===== src/todc_pkg.sv =====
// package: constants, buffer layout and states for the time-of-day clock access block
package todc_pkg;
    // ------------------------------------------------------------------
    // buffer layout (byte offsets from the base address)
    // ------------------------------------------------------------------
    localparam int          TODC_BUF_BYTES = 8;
    localparam logic [2:0]  TODC_OFF_YEAR  = 3'h0;
    localparam logic [2:0]  TODC_OFF_MONTH = 3'h1;
    localparam logic [2:0]  TODC_OFF_DAY   = 3'h2;
    localparam logic [2:0]  TODC_OFF_HOUR  = 3'h3;
    localparam logic [2:0]  TODC_OFF_MIN   = 3'h4;
    localparam logic [2:0]  TODC_OFF_SEC   = 3'h5;
    localparam logic [2:0]  TODC_OFF_RSVD  = 3'h6;
    localparam logic [2:0]  TODC_OFF_DOW   = 3'h7;
    localparam logic [2:0]  TODC_LAST_OFF  = 3'h7;

    // ------------------------------------------------------------------
    // default date and time after loss of retained state
    // ------------------------------------------------------------------
    localparam logic [7:0]  TODC_RST_YEAR  = 8'h90;
    localparam logic [7:0]  TODC_RST_MONTH = 8'h01;
    localparam logic [7:0]  TODC_RST_DAY   = 8'h01;
    localparam logic [7:0]  TODC_RST_HOUR  = 8'h00;
    localparam logic [7:0]  TODC_RST_MIN   = 8'h00;
    localparam logic [7:0]  TODC_RST_SEC   = 8'h00;
    localparam logic [7:0]  TODC_RST_DOW   = 8'h01;

    // ------------------------------------------------------------------
    // decimal limits, in bcd
    // ------------------------------------------------------------------
    localparam logic [7:0]  TODC_MAX_YEAR  = 8'h99;
    localparam logic [7:0]  TODC_MAX_MONTH = 8'h12;
    localparam logic [7:0]  TODC_MAX_DAY   = 8'h31;
    localparam logic [7:0]  TODC_MAX_HOUR  = 8'h23;
    localparam logic [7:0]  TODC_MAX_MS    = 8'h59;
    localparam logic [7:0]  TODC_MAX_DOW   = 8'h07;

    // ------------------------------------------------------------------
    // timing: one second at 125 MHz
    // ------------------------------------------------------------------
    localparam int          TODC_CLK_HZ    = 125_000_000;
    localparam int          TODC_SEC_S     = 1;
    localparam int          TODC_SEC_CYC   = TODC_CLK_HZ * TODC_SEC_S;
    localparam int          TODC_MEM_AW    = 8;

    // ------------------------------------------------------------------
    // access engine states (gray in listed order only; RD to DONE and IDLE to WR each flip two bits)
    // ------------------------------------------------------------------
    typedef enum logic [1:0] {
        TODC_IDLE = 2'b00,
        TODC_RD   = 2'b01,
        TODC_WR   = 2'b11,
        TODC_DONE = 2'b10
    } todc_state_t;
endpackage : todc_pkg


===== src/todc_if.sv =====
// interface: command and byte-buffer link between processor core and clock
interface todc_if;
    import todc_pkg::*;
    // ------------------------------------------------------------------
    // command group (core drives)
    // ------------------------------------------------------------------
    logic                   clock_read_cmd;
    logic                   clock_write_cmd;
    logic [TODC_MEM_AW-1:0] cmd_addr;
    // ------------------------------------------------------------------
    // buffer memory group: clock drives address/strobe, core answers
    // ------------------------------------------------------------------
    logic [TODC_MEM_AW-1:0] mem_addr;
    logic                   mem_we;
    logic [7:0]             mem_wdata;
    logic [7:0]             mem_rdata;
    // ------------------------------------------------------------------
    // status group (clock drives)
    // ------------------------------------------------------------------
    logic                   busy;
    logic                   done;
    logic                   clock_collision_flag;

    modport clock (
        input  clock_read_cmd, clock_write_cmd, cmd_addr, mem_rdata,
        output mem_addr, mem_we, mem_wdata, busy, done, clock_collision_flag
    );
    modport core (
        output clock_read_cmd, clock_write_cmd, cmd_addr, mem_rdata,
        input  mem_addr, mem_we, mem_wdata, busy, done, clock_collision_flag
    );
endinterface : todc_if


===== src/todc_clock.sv =====
// module: time-of-day clock with buffered read/write access engine
import todc_pkg::*;

// Operation
// - read copies time into eight-byte buffer
// - write loads time from eight-byte buffer
// - reset starts at 01-Jan-90 00:00:00 Sunday
// - year keeps two digits, 99 wraps 00
// - all buffer values are bcd
// - year 0..99, month 1..12 first pair
// - day 1..31, hour 0..23 second pair
// - minute, second 0..59 third pair
// - weekday 0..7, 1 Sunday, 0 disables
// - no date or weekday validity check
// - overlapping access is not executed
// - refused overlap sets collision flag
// - year never steers internal decisions
module todc_clock
    import todc_pkg::*;
(
    // clock and reset
    input  wire logic  ref_clk,
    input  wire logic  rst_n,
    // link to processor core
    todc_if.clock      bus,
    // user side
    input  wire logic  collision_clr,
    output logic [7:0] cur_sec,
    output logic       busy_o
);
    // ------------------------------------------------------------------
    // state
    // ------------------------------------------------------------------
    typedef struct packed {
        todc_state_t            st;
        logic [2:0]             idx;
        logic [TODC_MEM_AW-1:0] base;
        logic [31:0]            div;
        logic [7:0]             year;
        logic [7:0]             month;
        logic [7:0]             day;
        logic [7:0]             hour;
        logic [7:0]             min;
        logic [7:0]             sec;
        logic [7:0]             dow;
        logic [TODC_MEM_AW-1:0] maddr;
        logic                   mwe;
        logic [7:0]             mwdata;
        logic                   busy;
        logic                   done;
        logic                   coll;
        logic [7:0]             sec_out;
    } todc_clk_t;

    todc_clk_t s_q, s_d;

    // bcd increment with wrap to a floor value; returns carry in bit 8
    function automatic logic [8:0] todc_bcd_inc(input logic [7:0] v, input logic [7:0] max,
                                                input logic [7:0] floor);
        logic [7:0] r;
        r = v;
        if (v == max) begin
            return {1'b1, floor};
        end
        if (v[3:0] >= 4'h9) begin
            r = {v[7:4] + 4'h1, 4'h0};
        end else begin
            r = {v[7:4], v[3:0] + 4'h1};
        end
        return {1'b0, r};
    endfunction : todc_bcd_inc

    // buffer byte for a given offset
    function automatic logic [7:0] todc_pick(input todc_clk_t s, input logic [2:0] i);
        case (i)
            TODC_OFF_YEAR:  return s.year;
            TODC_OFF_MONTH: return s.month;
            TODC_OFF_DAY:   return s.day;
            TODC_OFF_HOUR:  return s.hour;
            TODC_OFF_MIN:   return s.min;
            TODC_OFF_SEC:   return s.sec;
            TODC_OFF_DOW:   return s.dow;
            default:        return 8'h00;
        endcase
    endfunction : todc_pick

    // ------------------------------------------------------------------
    // next-state logic
    // ------------------------------------------------------------------
    always_comb begin
        logic [8:0] c;
        logic       cmd;
        c   = 9'h000;
        s_d = s_q;
        cmd = bus.clock_read_cmd | bus.clock_write_cmd;
        s_d.done = 1'b0;
        s_d.mwe  = 1'b0;
        if (collision_clr) begin
            s_d.coll = 1'b0;
        end

        // seconds tick and carry chain; year is counted, never tested
        if (s_q.div == 32'(TODC_SEC_CYC - 1)) begin
            s_d.div = 32'h0;
            c = todc_bcd_inc(s_q.sec, TODC_MAX_MS, 8'h00);
            s_d.sec = c[7:0];
            if (c[8]) begin
                c = todc_bcd_inc(s_q.min, TODC_MAX_MS, 8'h00);
                s_d.min = c[7:0];
                if (c[8]) begin
                    c = todc_bcd_inc(s_q.hour, TODC_MAX_HOUR, 8'h00);
                    s_d.hour = c[7:0];
                    if (c[8]) begin
                        if (s_q.dow != 8'h00) begin
                            c = todc_bcd_inc(s_q.dow, TODC_MAX_DOW, 8'h01);
                            s_d.dow = c[7:0];
                        end
                        // month length not modelled; any day up to 31 runs on
                        c = todc_bcd_inc(s_q.day, TODC_MAX_DAY, 8'h01);
                        s_d.day = c[7:0];
                        if (c[8]) begin
                            c = todc_bcd_inc(s_q.month, TODC_MAX_MONTH, 8'h01);
                            s_d.month = c[7:0];
                            if (c[8]) begin
                                c = todc_bcd_inc(s_q.year, TODC_MAX_YEAR, 8'h00);
                                s_d.year = c[7:0];
                            end
                        end
                    end
                end
            end
        end else begin
            s_d.div = s_q.div + 32'h1;
        end

        // access engine
        case (s_q.st)
            TODC_IDLE: begin
                if (bus.clock_read_cmd) begin
                    s_d.st     = TODC_RD;
                    s_d.base   = bus.cmd_addr;
                    s_d.idx    = 3'h0;
                    s_d.busy   = 1'b1;
                    s_d.maddr  = bus.cmd_addr;
                    s_d.mwe    = 1'b1;
                    s_d.mwdata = todc_pick(s_d, 3'h0);
                end else if (bus.clock_write_cmd) begin
                    s_d.st    = TODC_WR;
                    s_d.base  = bus.cmd_addr;
                    s_d.idx   = 3'h0;
                    s_d.busy  = 1'b1;
                    s_d.maddr = bus.cmd_addr;
                end
            end
            TODC_RD: begin
                if (s_q.idx == TODC_LAST_OFF) begin
                    s_d.st = TODC_DONE;
                end else begin
                    s_d.idx    = s_q.idx + 3'h1;
                    s_d.maddr  = s_q.base + TODC_MEM_AW'(s_d.idx);
                    s_d.mwe    = 1'b1;
                    s_d.mwdata = todc_pick(s_q, s_d.idx);
                end
            end
            TODC_WR: begin
                // core answers in the same cycle as the address; data taken as is
                case (s_q.idx)
                    TODC_OFF_YEAR:  s_d.year  = bus.mem_rdata;
                    TODC_OFF_MONTH: s_d.month = bus.mem_rdata;
                    TODC_OFF_DAY:   s_d.day   = bus.mem_rdata;
                    TODC_OFF_HOUR:  s_d.hour  = bus.mem_rdata;
                    TODC_OFF_MIN:   s_d.min   = bus.mem_rdata;
                    TODC_OFF_SEC:   s_d.sec   = bus.mem_rdata;
                    TODC_OFF_DOW:   s_d.dow   = bus.mem_rdata;
                    default:        s_d.idx   = s_q.idx;
                endcase
                if (s_q.idx == TODC_OFF_SEC) begin
                    s_d.div = 32'h0;  // new second starts at the write
                end
                if (s_q.idx == TODC_LAST_OFF) begin
                    s_d.st = TODC_DONE;
                end else begin
                    s_d.idx   = s_q.idx + 3'h1;
                    s_d.maddr = s_q.base + TODC_MEM_AW'(s_d.idx);
                end
            end
            TODC_DONE: begin
                s_d.st   = TODC_IDLE;
                s_d.busy = 1'b0;
                s_d.done = 1'b1;
            end
            default: begin
                s_d.st   = TODC_IDLE;
                s_d.busy = 1'b0;
            end
        endcase

        // overlapping command is dropped; set wins over clear
        if (cmd && s_q.st != TODC_IDLE) begin
            s_d.coll = 1'b1;
        end
        s_d.sec_out = s_d.sec;
    end

    // ------------------------------------------------------------------
    // registers
    // ------------------------------------------------------------------
    always_ff @(posedge ref_clk) begin
        if (!rst_n) begin
            s_q         <= '0;
            s_q.st      <= TODC_IDLE;
            s_q.year    <= TODC_RST_YEAR;
            s_q.month   <= TODC_RST_MONTH;
            s_q.day     <= TODC_RST_DAY;
            s_q.hour    <= TODC_RST_HOUR;
            s_q.min     <= TODC_RST_MIN;
            s_q.sec     <= TODC_RST_SEC;
            s_q.dow     <= TODC_RST_DOW;
            s_q.sec_out <= TODC_RST_SEC;
        end else begin
            s_q <= s_d;
        end
    end

    // ------------------------------------------------------------------
    // outputs
    // ------------------------------------------------------------------
    assign bus.mem_addr             = s_q.maddr;
    assign bus.mem_we               = s_q.mwe;
    assign bus.mem_wdata            = s_q.mwdata;
    assign bus.busy                 = s_q.busy;
    assign bus.done                 = s_q.done;
    assign bus.clock_collision_flag = s_q.coll;
    assign cur_sec                  = s_q.sec_out;
    assign busy_o                   = s_q.busy;
endmodule : todc_clock


===== src/flat_wrapper.sv =====
// flat-port wrapper written by rule: the top's interface ports become plain ports
module todc_clock_flat import todc_pkg::*;
  (ref_clk, rst_n, collision_clr, cur_sec, busy_o, bus_clock_read_cmd, bus_clock_write_cmd, bus_cmd_addr, bus_mem_rdata, bus_mem_addr, bus_mem_we, bus_mem_wdata, bus_busy, bus_done, bus_clock_collision_flag);
  todc_if bus_i ();
  input  wire logic ref_clk;
  input  wire logic rst_n;
  input  wire logic collision_clr;
  output logic [7:0] cur_sec;
  output logic busy_o;
  input wire logic [$bits(bus_i.clock_read_cmd)-1:0] bus_clock_read_cmd;
  input wire logic [$bits(bus_i.clock_write_cmd)-1:0] bus_clock_write_cmd;
  input wire logic [$bits(bus_i.cmd_addr)-1:0] bus_cmd_addr;
  input wire logic [$bits(bus_i.mem_rdata)-1:0] bus_mem_rdata;
  output wire logic [$bits(bus_i.mem_addr)-1:0] bus_mem_addr;
  output wire logic [$bits(bus_i.mem_we)-1:0] bus_mem_we;
  output wire logic [$bits(bus_i.mem_wdata)-1:0] bus_mem_wdata;
  output wire logic [$bits(bus_i.busy)-1:0] bus_busy;
  output wire logic [$bits(bus_i.done)-1:0] bus_done;
  output wire logic [$bits(bus_i.clock_collision_flag)-1:0] bus_clock_collision_flag;
  assign bus_i.clock_read_cmd = bus_clock_read_cmd;
  assign bus_i.clock_write_cmd = bus_clock_write_cmd;
  assign bus_i.cmd_addr = bus_cmd_addr;
  assign bus_i.mem_rdata = bus_mem_rdata;
  assign bus_mem_addr = bus_i.mem_addr;
  assign bus_mem_we = bus_i.mem_we;
  assign bus_mem_wdata = bus_i.mem_wdata;
  assign bus_busy = bus_i.busy;
  assign bus_done = bus_i.done;
  assign bus_clock_collision_flag = bus_i.clock_collision_flag;
  todc_clock u_core (.ref_clk(ref_clk), .rst_n(rst_n), .bus(bus_i), .collision_clr(collision_clr), .cur_sec(cur_sec), .busy_o(busy_o));
endmodule

===== config.mk =====
export PLATFORM = sky130hd
export DESIGN_NAME = todc_clock_flat
export DESIGN_NICKNAME = d
export VERILOG_FILES = /design/src/todc_pkg.sv /design/src/todc_if.sv /design/src/todc_clock.sv /design/src/flat_wrapper.sv
export SDC_FILE = /design/constraint.sdc
export NUM_CORES = 1
export LEC_CHECK = 0
export BUFFER_PORTS_ARGS = -buffer_cell sky130_fd_sc_hd__buf_2
export CORE_MARGIN = 2
export CORE_UTILIZATION = 60
export DETAILED_ROUTE_END_ITERATION = 16
export GPL_TIMING_DRIVEN = 0
export PLACE_DENSITY_LB_ADDON = 0.05
export SLEW_MARGIN = 20
export SYNTH_ARGS = -nofsm -noshare
export SYNTH_HDL_FRONTEND = slang
export SYNTH_SLANG_ARGS = --single-unit

===== constraint.sdc =====
create_clock -name ref_clk -period 6.65 [get_ports ref_clk]
set_input_delay 1.6625 -clock ref_clk [delete_from_list [all_inputs] [get_ports ref_clk]]
set_output_delay 1.6625 -clock ref_clk [all_outputs]
set_load 0.01 [all_outputs]

==> results of run 1 <==
==> through the flow <==
| step | hold WS [ns] | worst slack (ns) | cells | total power [uW] | instance area (um2) |
|---|---|---|---|---|---|
| after floorplan | 0.4406 | 3.991 | 934 | 879.8 | 7482 |
| after global placement | 0.4503 | 3.395 | 1150 | 937.3 | 7933 |
| after detailed placement | 0.4602 | 3.351 | 1150 | 939.6 | 7933 |
| after CTS | 0.4680 | 3.342 | 1182 | 1906 | 8546 |
| after global routing | 0.4917 | 3.058 | 1182 | 1965 | 8551 |
| final | 0.4652 | 3.221 | 1182 | 1904 | 8551 |
==> logic make-up after synthesis <==
family	after synthesis	share of synthesized area
AOI/OAI and AO/OA	244	0.2059
xor gates and xnor gates	43	0.05033
adders and majority gates	48	0.08127
buffers and inverters	119	0.07425
DFF	121	0.3237
muxes	17	0.02525
and+or+nand+nor	342	0.2393
==> synth_stat cells, drive strengths merged, types with 6 or more instances <==
library cell	instances
nand3	54
a222oi	8
nand2b	6
nand2	82
xnor2	13
nand4	20
or3	7
mux2	12
o22ai	17
nor2	75
o31ai	6
dfxtp	121
clkbuf	39
and4	7
and2	9
xor2	30
o21ai	67
ha	47
a32oi	7
a21oi	63
nor4	14
o31a	6
a31oi	15
nor3	23
a22oi	17
inv	45
and3	18
buf	34
==> worst min path at each step <==
| stage | end | slack, ns | cells past startpoint |
|---|---|---|---|
| floorplan | u_core.s_q[116] | 0.44 | 2 |
| global placement | u_core.s_q[118] | 0.45 | 2 |
| detailed placement | u_core.s_q[123] | 0.46 | 2 |
| CTS | u_core.s_q[123] | 0.47 | 2 |
| global route | u_core.s_q[116] | 0.49 | 2 |
| finish | u_core.s_q[123] | 0.47 | 2 |
==> placed cells by master (no fill, tap or decap), types with 5 or more instances in the layout <==
cell,count
ha_1,47
nand2b_1,6
o22ai_1,17
o31a_1,6
nand2_1,82
buf_4,26
a222oi_1,8
nor2_1,75
nand4_1,20
and2_1,8
buf_2,51
mux2_2,11
dfxtp_1,121
a21oi_1,63
xor2_1,30
a31oi_1,15
a22oi_1,17
a32oi_1,7
mux2i_1,5
nor4_1,11
inv_1,45
o21ai_0,64
and3_1,18
and4_1,7
clkbuf_1,43
o31ai_1,6
or3_1,6
nand3_1,51
clkbuf_16,17
nor3_1,23
xnor2_1,13
o211ai_1,5
==> state kept, by name, summed over array words and instances, names as in the netlist <==
name and flops:
u_core.s_q 101, u_core.bus.mem_addr 8, u_core.bus.mem_we 1, u_core.bus.busy 1, u_core.bus.done 1, u_core.bus.clock_collision_flag 1, u_core.bus.mem_wdata 8
==> power by group through the flow <==
stage	combinational, uW	clock, uW	sequential (uW)
after global placement	161	0	776
after detailed placement	163	0	776
final	168	976	761
after global routing	184	1020	763
after CTS	164	980	761
after floorplan	106	0	774
==> cell type report <==
cell class | count | area [um2] | area share
Multi-Input combinational cell | 694 | 4509 | 0.5274
Clock buffer | 21 | 440.4 | 0.05151
Timing Repair Buffer | 48 | 240.2 | 0.02809
Clock inverter | 11 | 172.7 | 0.02019
Inverter | 46 | 172.7 | 0.02019
Tap cell | 168 | 210.2 | 0.02458
Buffer | 73 | 382.9 | 0.04478
Sequential cell | 121 | 2422 | 0.2833
==> tightest hold or removal path, delay by kind of cell, from the launching register on <==
kind,cells,cell delay (ns)
AOI/OAI and AO/OA,1,0.05
DFF,1,0.31
and+or+nand+nor,1,0.05
==> metal layers <==
metal	routed length, um	global-route usage
met1	9514	0.4500
met2	10330	0.5552
met3	1852	0.06328
met4	1309	0.2151
met5	0	0
==> out/qor.yml, run 1 <==
cp_top_family: "buffers and inverters"
nNetsFinal: 1070
clk_transition_reported_paths_ns: 0.05
synth_cells: 934
critPathCaptureType: "flip-flop"
cts_tree: "done"
clock_latency_ns: 0.43
seq_power_share: 0.400
critPathMaxStageDelay_ns: 0.51
cts_made_buffers: 17
gp_congestion: 0.9653
rr_endpoint: "u_core.bus.mem_addr[4]"
tns_ns: 0
r2r_start: "u_core.s_q[124]"
r2r_slack_ns: 3.22
min_from: "u_core.s_q[123]"
fin_util: 0.7060
hpwl_mm: 16.31
postRouteAntennaNets: 0
yosysWarnings: 0
num_antenna_cells: 0
drtIter0Drc: 1002
io_pins: 50
wirelength_mm: 23.01
synthArstFlopShare: 0
drive_gt1_frac: 0.1312
max_freq_mhz: 291.6
internal_power_uw: 1433
max-cap-violations: 0
overflow: 0
avgViaCountPerCell: 6.409
status: "completed"
cp-start-kind: "flip-flop"
hold_path_class: "flip-flop to flip-flop"
cts_root_buf: "clkbuf_16"
core-area_mm2: 0.01211
critPathSlowestCell: "buf_1"
worstSetupStartpoint: "u_core.s_q[124]"
pwr_density_cell_mw_per_mm2: 222.7
finalSetupViolations: 0
p_leak_uw: 0.003267
slew_headroom: 0.2497
nFillCells: 1061
cp_max_fo: 10
die_area_mm2: 0.01338
post_cts_buffers: 0
power.switching_uw: 471.4
rsz0062_at_grt: "false"
grt_max_degree: 17
ctsResizeCount: 0
first_global_vias: 6943
synth_flop_cell: "dfxtp_1"
skew_ns: 0.007288
p_comb_frac: 0.088
die-width_um: 115.7
synth_nets: 1003
rr_worst_depth: 11
maxSlewViolCount: 0
start_util: 0.6178
vdd.ir_drop.worst_v: 0.0001714
port-buffer-count: 48
path_cells: "ha_1, ha_1, clkbuf_1, buf_1, inv_1, ha_1, nor2b_1, o21ai_0, xnor2_1, a222oi_1, nor3_1"
vias: 7575
pwr-share-clk: 0.512
wire_per_inst_um: 19.47
switching_share: 0.2476
synth_edf_count: 0
syn_area_mm2: 0.007482
first_pass_iters: 7
finalHoldViolCount: 0
seq_area_frac_synth: 0.3237
synth_area_per_cell_um2: 8.011
grt.total_usage: 0.3522
post-route-drc-count: 0
die_height_um: 115.7
criticalPathCategory: "flip-flop to flip-flop"
fin_crit_sh: 0.5157
cp.depth: 11
required_ns: 6.94
crit_arrival_ns: 3.72
layout_min_cycle_time_ns: 3.429
synth_top_area_cell: "dfxtp_1"
grt_pass1_wl_mm: 36.19
yosysTopAreaCellShare: 0.3237
synthTopCellsByArea: "dfxtp_1 (32%), ha_1 (7.9%), o21ai_0 (4.3%)"
grt_antenna_before_repair: 0
worst_pin_slew_ns: 1.117
synth.distinct_cells: 77
area_growth_pct: 14.28
path_buf_inv: 3
ctsHoldBuffers: 0
synth_seq_cells: 121
rows: 40
cpMostUsedCell: "ha_1"
clock_sinks: 121
cp-endpoint: "u_core.bus.mem_addr[4]"
cts_buffer_depth: 2
htree_levels: 4
Note: power is estimated with default switching activity, not from simulation.
==> run 2, diff against run 1 <==
- ABC_AREA: unset -> 1
- CORE_UTILIZATION: 60 -> 56
- clock period: 6.65 -> 2.9 ns (I/O delays scaled with it)
==> out/qor.yml, run 2 <==
status: "completed"
drtIter0Drc: 734  # -27%
cts_root_buf: "clkbuf_16"
stdcell_count: 1441  # +22%
yosysWarnings: 0  # unchanged
gp_congestion: 0.9951  # +3.1%
crit_arrival_ns: 2.91  # -0.81 ns
skew_ns: 0.009022  # +0.001735 ns
pwr-share-clk: 0.511  # about the same
min_from: "u_core.s_q[84]"
grt_max_degree: 17  # unchanged
critPathMaxStageDelay_ns: 0.37  # -0.14 ns
avgViaCountPerCell: 5.585  # -13%
syn_area_mm2: 0.007938  # +6.1%
synth_top_area_cell: "dfxtp_1"
yosysTopAreaCellShare: 0.3052  # -0.01858
seq_area_frac_synth: 0.3052  # -0.01858
htree_levels: 4  # unchanged
hpwl_mm: 17.36  # +6.4%
cts_tree: "done"
overflow: 0  # unchanged
vias: 8048  # +6.2%
finalPower_uw: 4523  # +140%
criticalPathCategory: "flip-flop to flip-flop"
start_util: 0.5718  # -0.04593
post_cts_buffers: 0  # unchanged
grt.total_usage: 0.3205  # -0.03175
cts_buffer_depth: 2  # unchanged
finalSetupViolations: 0  # unchanged
cpMostUsedCell: "ha_1"
maxSlewViolCount: 0  # unchanged
synth_compound_area_frac: 0.1912  # -0.01465
rsz0062_at_grt: "false"
synth_nets: 1250  # +25%
area_growth_pct: 13.92
vdd.ir_drop.worst_v: 0.0004157  # +140%
nNetsFinal: 1317  # +23%
yosysMostFrequentCell: "nand2_1"
clock_latency_ns: 0.42  # about the same
synth_edf_count: 0  # unchanged
critPathCaptureType: "flip-flop"
fin_util: 0.6514  # -0.05456
min_to: "u_core.s_q[84]"
max-cap-violations: 0  # unchanged
ctsHoldBuffers: 0  # unchanged
largest-register: "u_core.s_q"
place_inst: 1409  # +23%
layout_commonest_cell: "nand2_1"
hold_depth: 1  # -1
synth.distinct_cells: 47  # -39%
die_height_um: 123.1  # +6.4%
wire_per_inst_um: 16.25  # -17%
finalHoldViolCount: 0  # unchanged
pwr_density_cell_mw_per_mm2: 500.2  # +120%
synthArstFlopShare: 0  # unchanged
internal_power_uw: 3393  # +140%
hold_path_class: "flip-flop to flip-flop"
seq_power_share: 0.391  # -0.009
layout_min_cycle_time_ns: 2.552  # -0.8770 ns
synthMuxAreaShare: 0  # -0.02525
ctsResizeCount: 0  # unchanged
max_freq_mhz: 391.8  # +34%
path_buf_inv: 2  # -1
synth_seq_cells: 121  # unchanged
port-buffer-count: 48  # unchanged
tns_ns: 0  # unchanged
largest_reg_flops: 101  # unchanged
worst_pin_slew_ns: 0.8156  # -0.3013 ns
grt_pass1_wl_mm: 37.67  # +4.1%
fin_crit_sh: 0.8800  # +0.3644
critPathSlowestCell: "dfxtp_1"
drive_gt1_frac: 0.1237  # -0.007452
required_ns: 3.25  # -3.69 ns
clk_transition_reported_paths_ns: 0.06  # about the same
rr_worst_depth: 12  # +1
grt_antenna_before_repair: 0  # unchanged
core-area_mm2: 0.01388  # +15%
p_leak_uw: 0.003932  # +20%
first_global_vias: 7430  # +7.0%
path_cells: "ha_1, ha_1, inv_1, ha_1, inv_1, o21ai_0, nand2_1, nor2_1, nand2_1, o21ai_0, nand3_1, a21oi_1"
synth_area_per_cell_um2: 6.721  # -16%
wirelength_mm: 23.42  # +1.8%
post-route-drc-count: 0  # unchanged
cp_top_family: "adder cells"
synth_top_family_by_area: "simple AND/OR/NAND/NOR gates"
synth_flop_cell: "dfxtp_1"
p_comb_frac: 0.099  # +0.011
rows: 43  # +7.5%
r2r_start: "u_core.s_q[124]"
setup_ws_ns: 0.3479  # -2.873 ns
cts_made_buffers: 17  # unchanged
postRouteAntennaNets: 0  # unchanged
power.switching_uw: 1130  # +140%
synth_adder_area_share: 0.07661  # -0.004663
synthTopCellsByArea: "dfxtp_1 (31%), nand2_1 (9.6%), inv_1 (7.6%)"
rr_endpoint: "u_core.bus.mem_addr[7]"
switching_share: 0.2499  # +0.002363
layout_common_cells: "nand2_1 (203), inv_1 (161), nor2_1 (124), dfxtp_1 (121), a21oi_1 (112)"
synth_xor_area_frac: 0.03310  # -0.01723
first_pass_iters: 5  # -2
r2r_slack_ns: 0.35  # -2.87 ns
die_area_mm2: 0.01514  # +13%
cp-start-kind: "flip-flop"
clock_sinks: 121  # unchanged
yosys.area_share.simple: 0.2763  # +0.03703
preCtsSetupSlack_ns: 0.3918  # -2.960 ns
die-width_um: 123.1  # +6.4%
synth_cells: 1181  # +26%
io_pins: 50  # unchanged
slew_headroom: 0.4563  # +0.2066
synth_common_cells: "nand2_1 (203), inv_1 (161), nor2_1 (124)"
cp_max_fo: 7  # -3
num_antenna_cells: 0  # unchanged
## run 2: cell count changes after synthesis, sizes merged, moves of 10 or more
cell / change
a21oi: +53
a31oi: -13
and3: -18
clkbuf: -25
inv: +126
mux2: -12
nand2: +127
nand3: +26
nor2: +67
nor4: -10
o21ai: +39
xnor2: -10
## run 2: through the flow
stage | area [um2] | hold slack [ns]
6_report | 9042 | 0.4457
5_1_grt | 9042 | 0.4711
4_1_cts | 9042 | 0.4497
3_5_place_dp | 8403 | 0.4367
3_3_place_gp | 8403 | 0.4319
2_1_floorplan | 7938 | 0.4175
## run 2: area by class of cell
cell class,count,area [um2]
Buffer,47,284.0
Timing Repair Buffer,48,240.2
Tap cell,180,225.2
Clock inverter,10,165.2
Fill cell,1304,4838
Inverter,173,649.4
Multi-Input combinational cell,840,4582
Clock buffer,22,474.2
Sequential cell,121,2422
## run 2: metal layers
layer	up-vias	global-route usage	share of wire
li1	4004	-	-
met1	3658	0.4305	0.44
met2	322	0.5114	0.45
met3	64	0.06319	0.075
met4	0	0.1165	0.032
met5	-	0	0
## run 2: cells by family after synthesis
logic type      count (synthesis)
fa+ha+maj                      48
simple gates                  486
flops                         121
compound gates                276
buf+inv                       220
xor+xnor                       30
## run 2: worst max path at each step
stage / start / end / cells after the start
2_1_floorplan: u_core.s_q[124] / u_core.bus.mem_addr[6] / 13
3_3_place_gp: rst_n / u_core.s_q[97] / 6
3_5_place_dp: u_core.s_q[124] / u_core.bus.mem_addr[7] / 12
4_1_cts: u_core.s_q[124] / u_core.bus.mem_addr[7] / 12
5_1_grt: u_core.s_q[124] / u_core.bus.mem_addr[7] / 12
6_report: u_core.s_q[124] / u_core.bus.mem_addr[7] / 12
## run 2: power groups by stage
stage               Combinational (uW)  Clock (uW)  Sequential (uW)
CTS                                445        2330             1770
global route                       500        2400             1780
floorplan                          293           0             1790
detailed placement                 440           0             1800
finish                             447        2310             1770
global placement                   438           0             1800
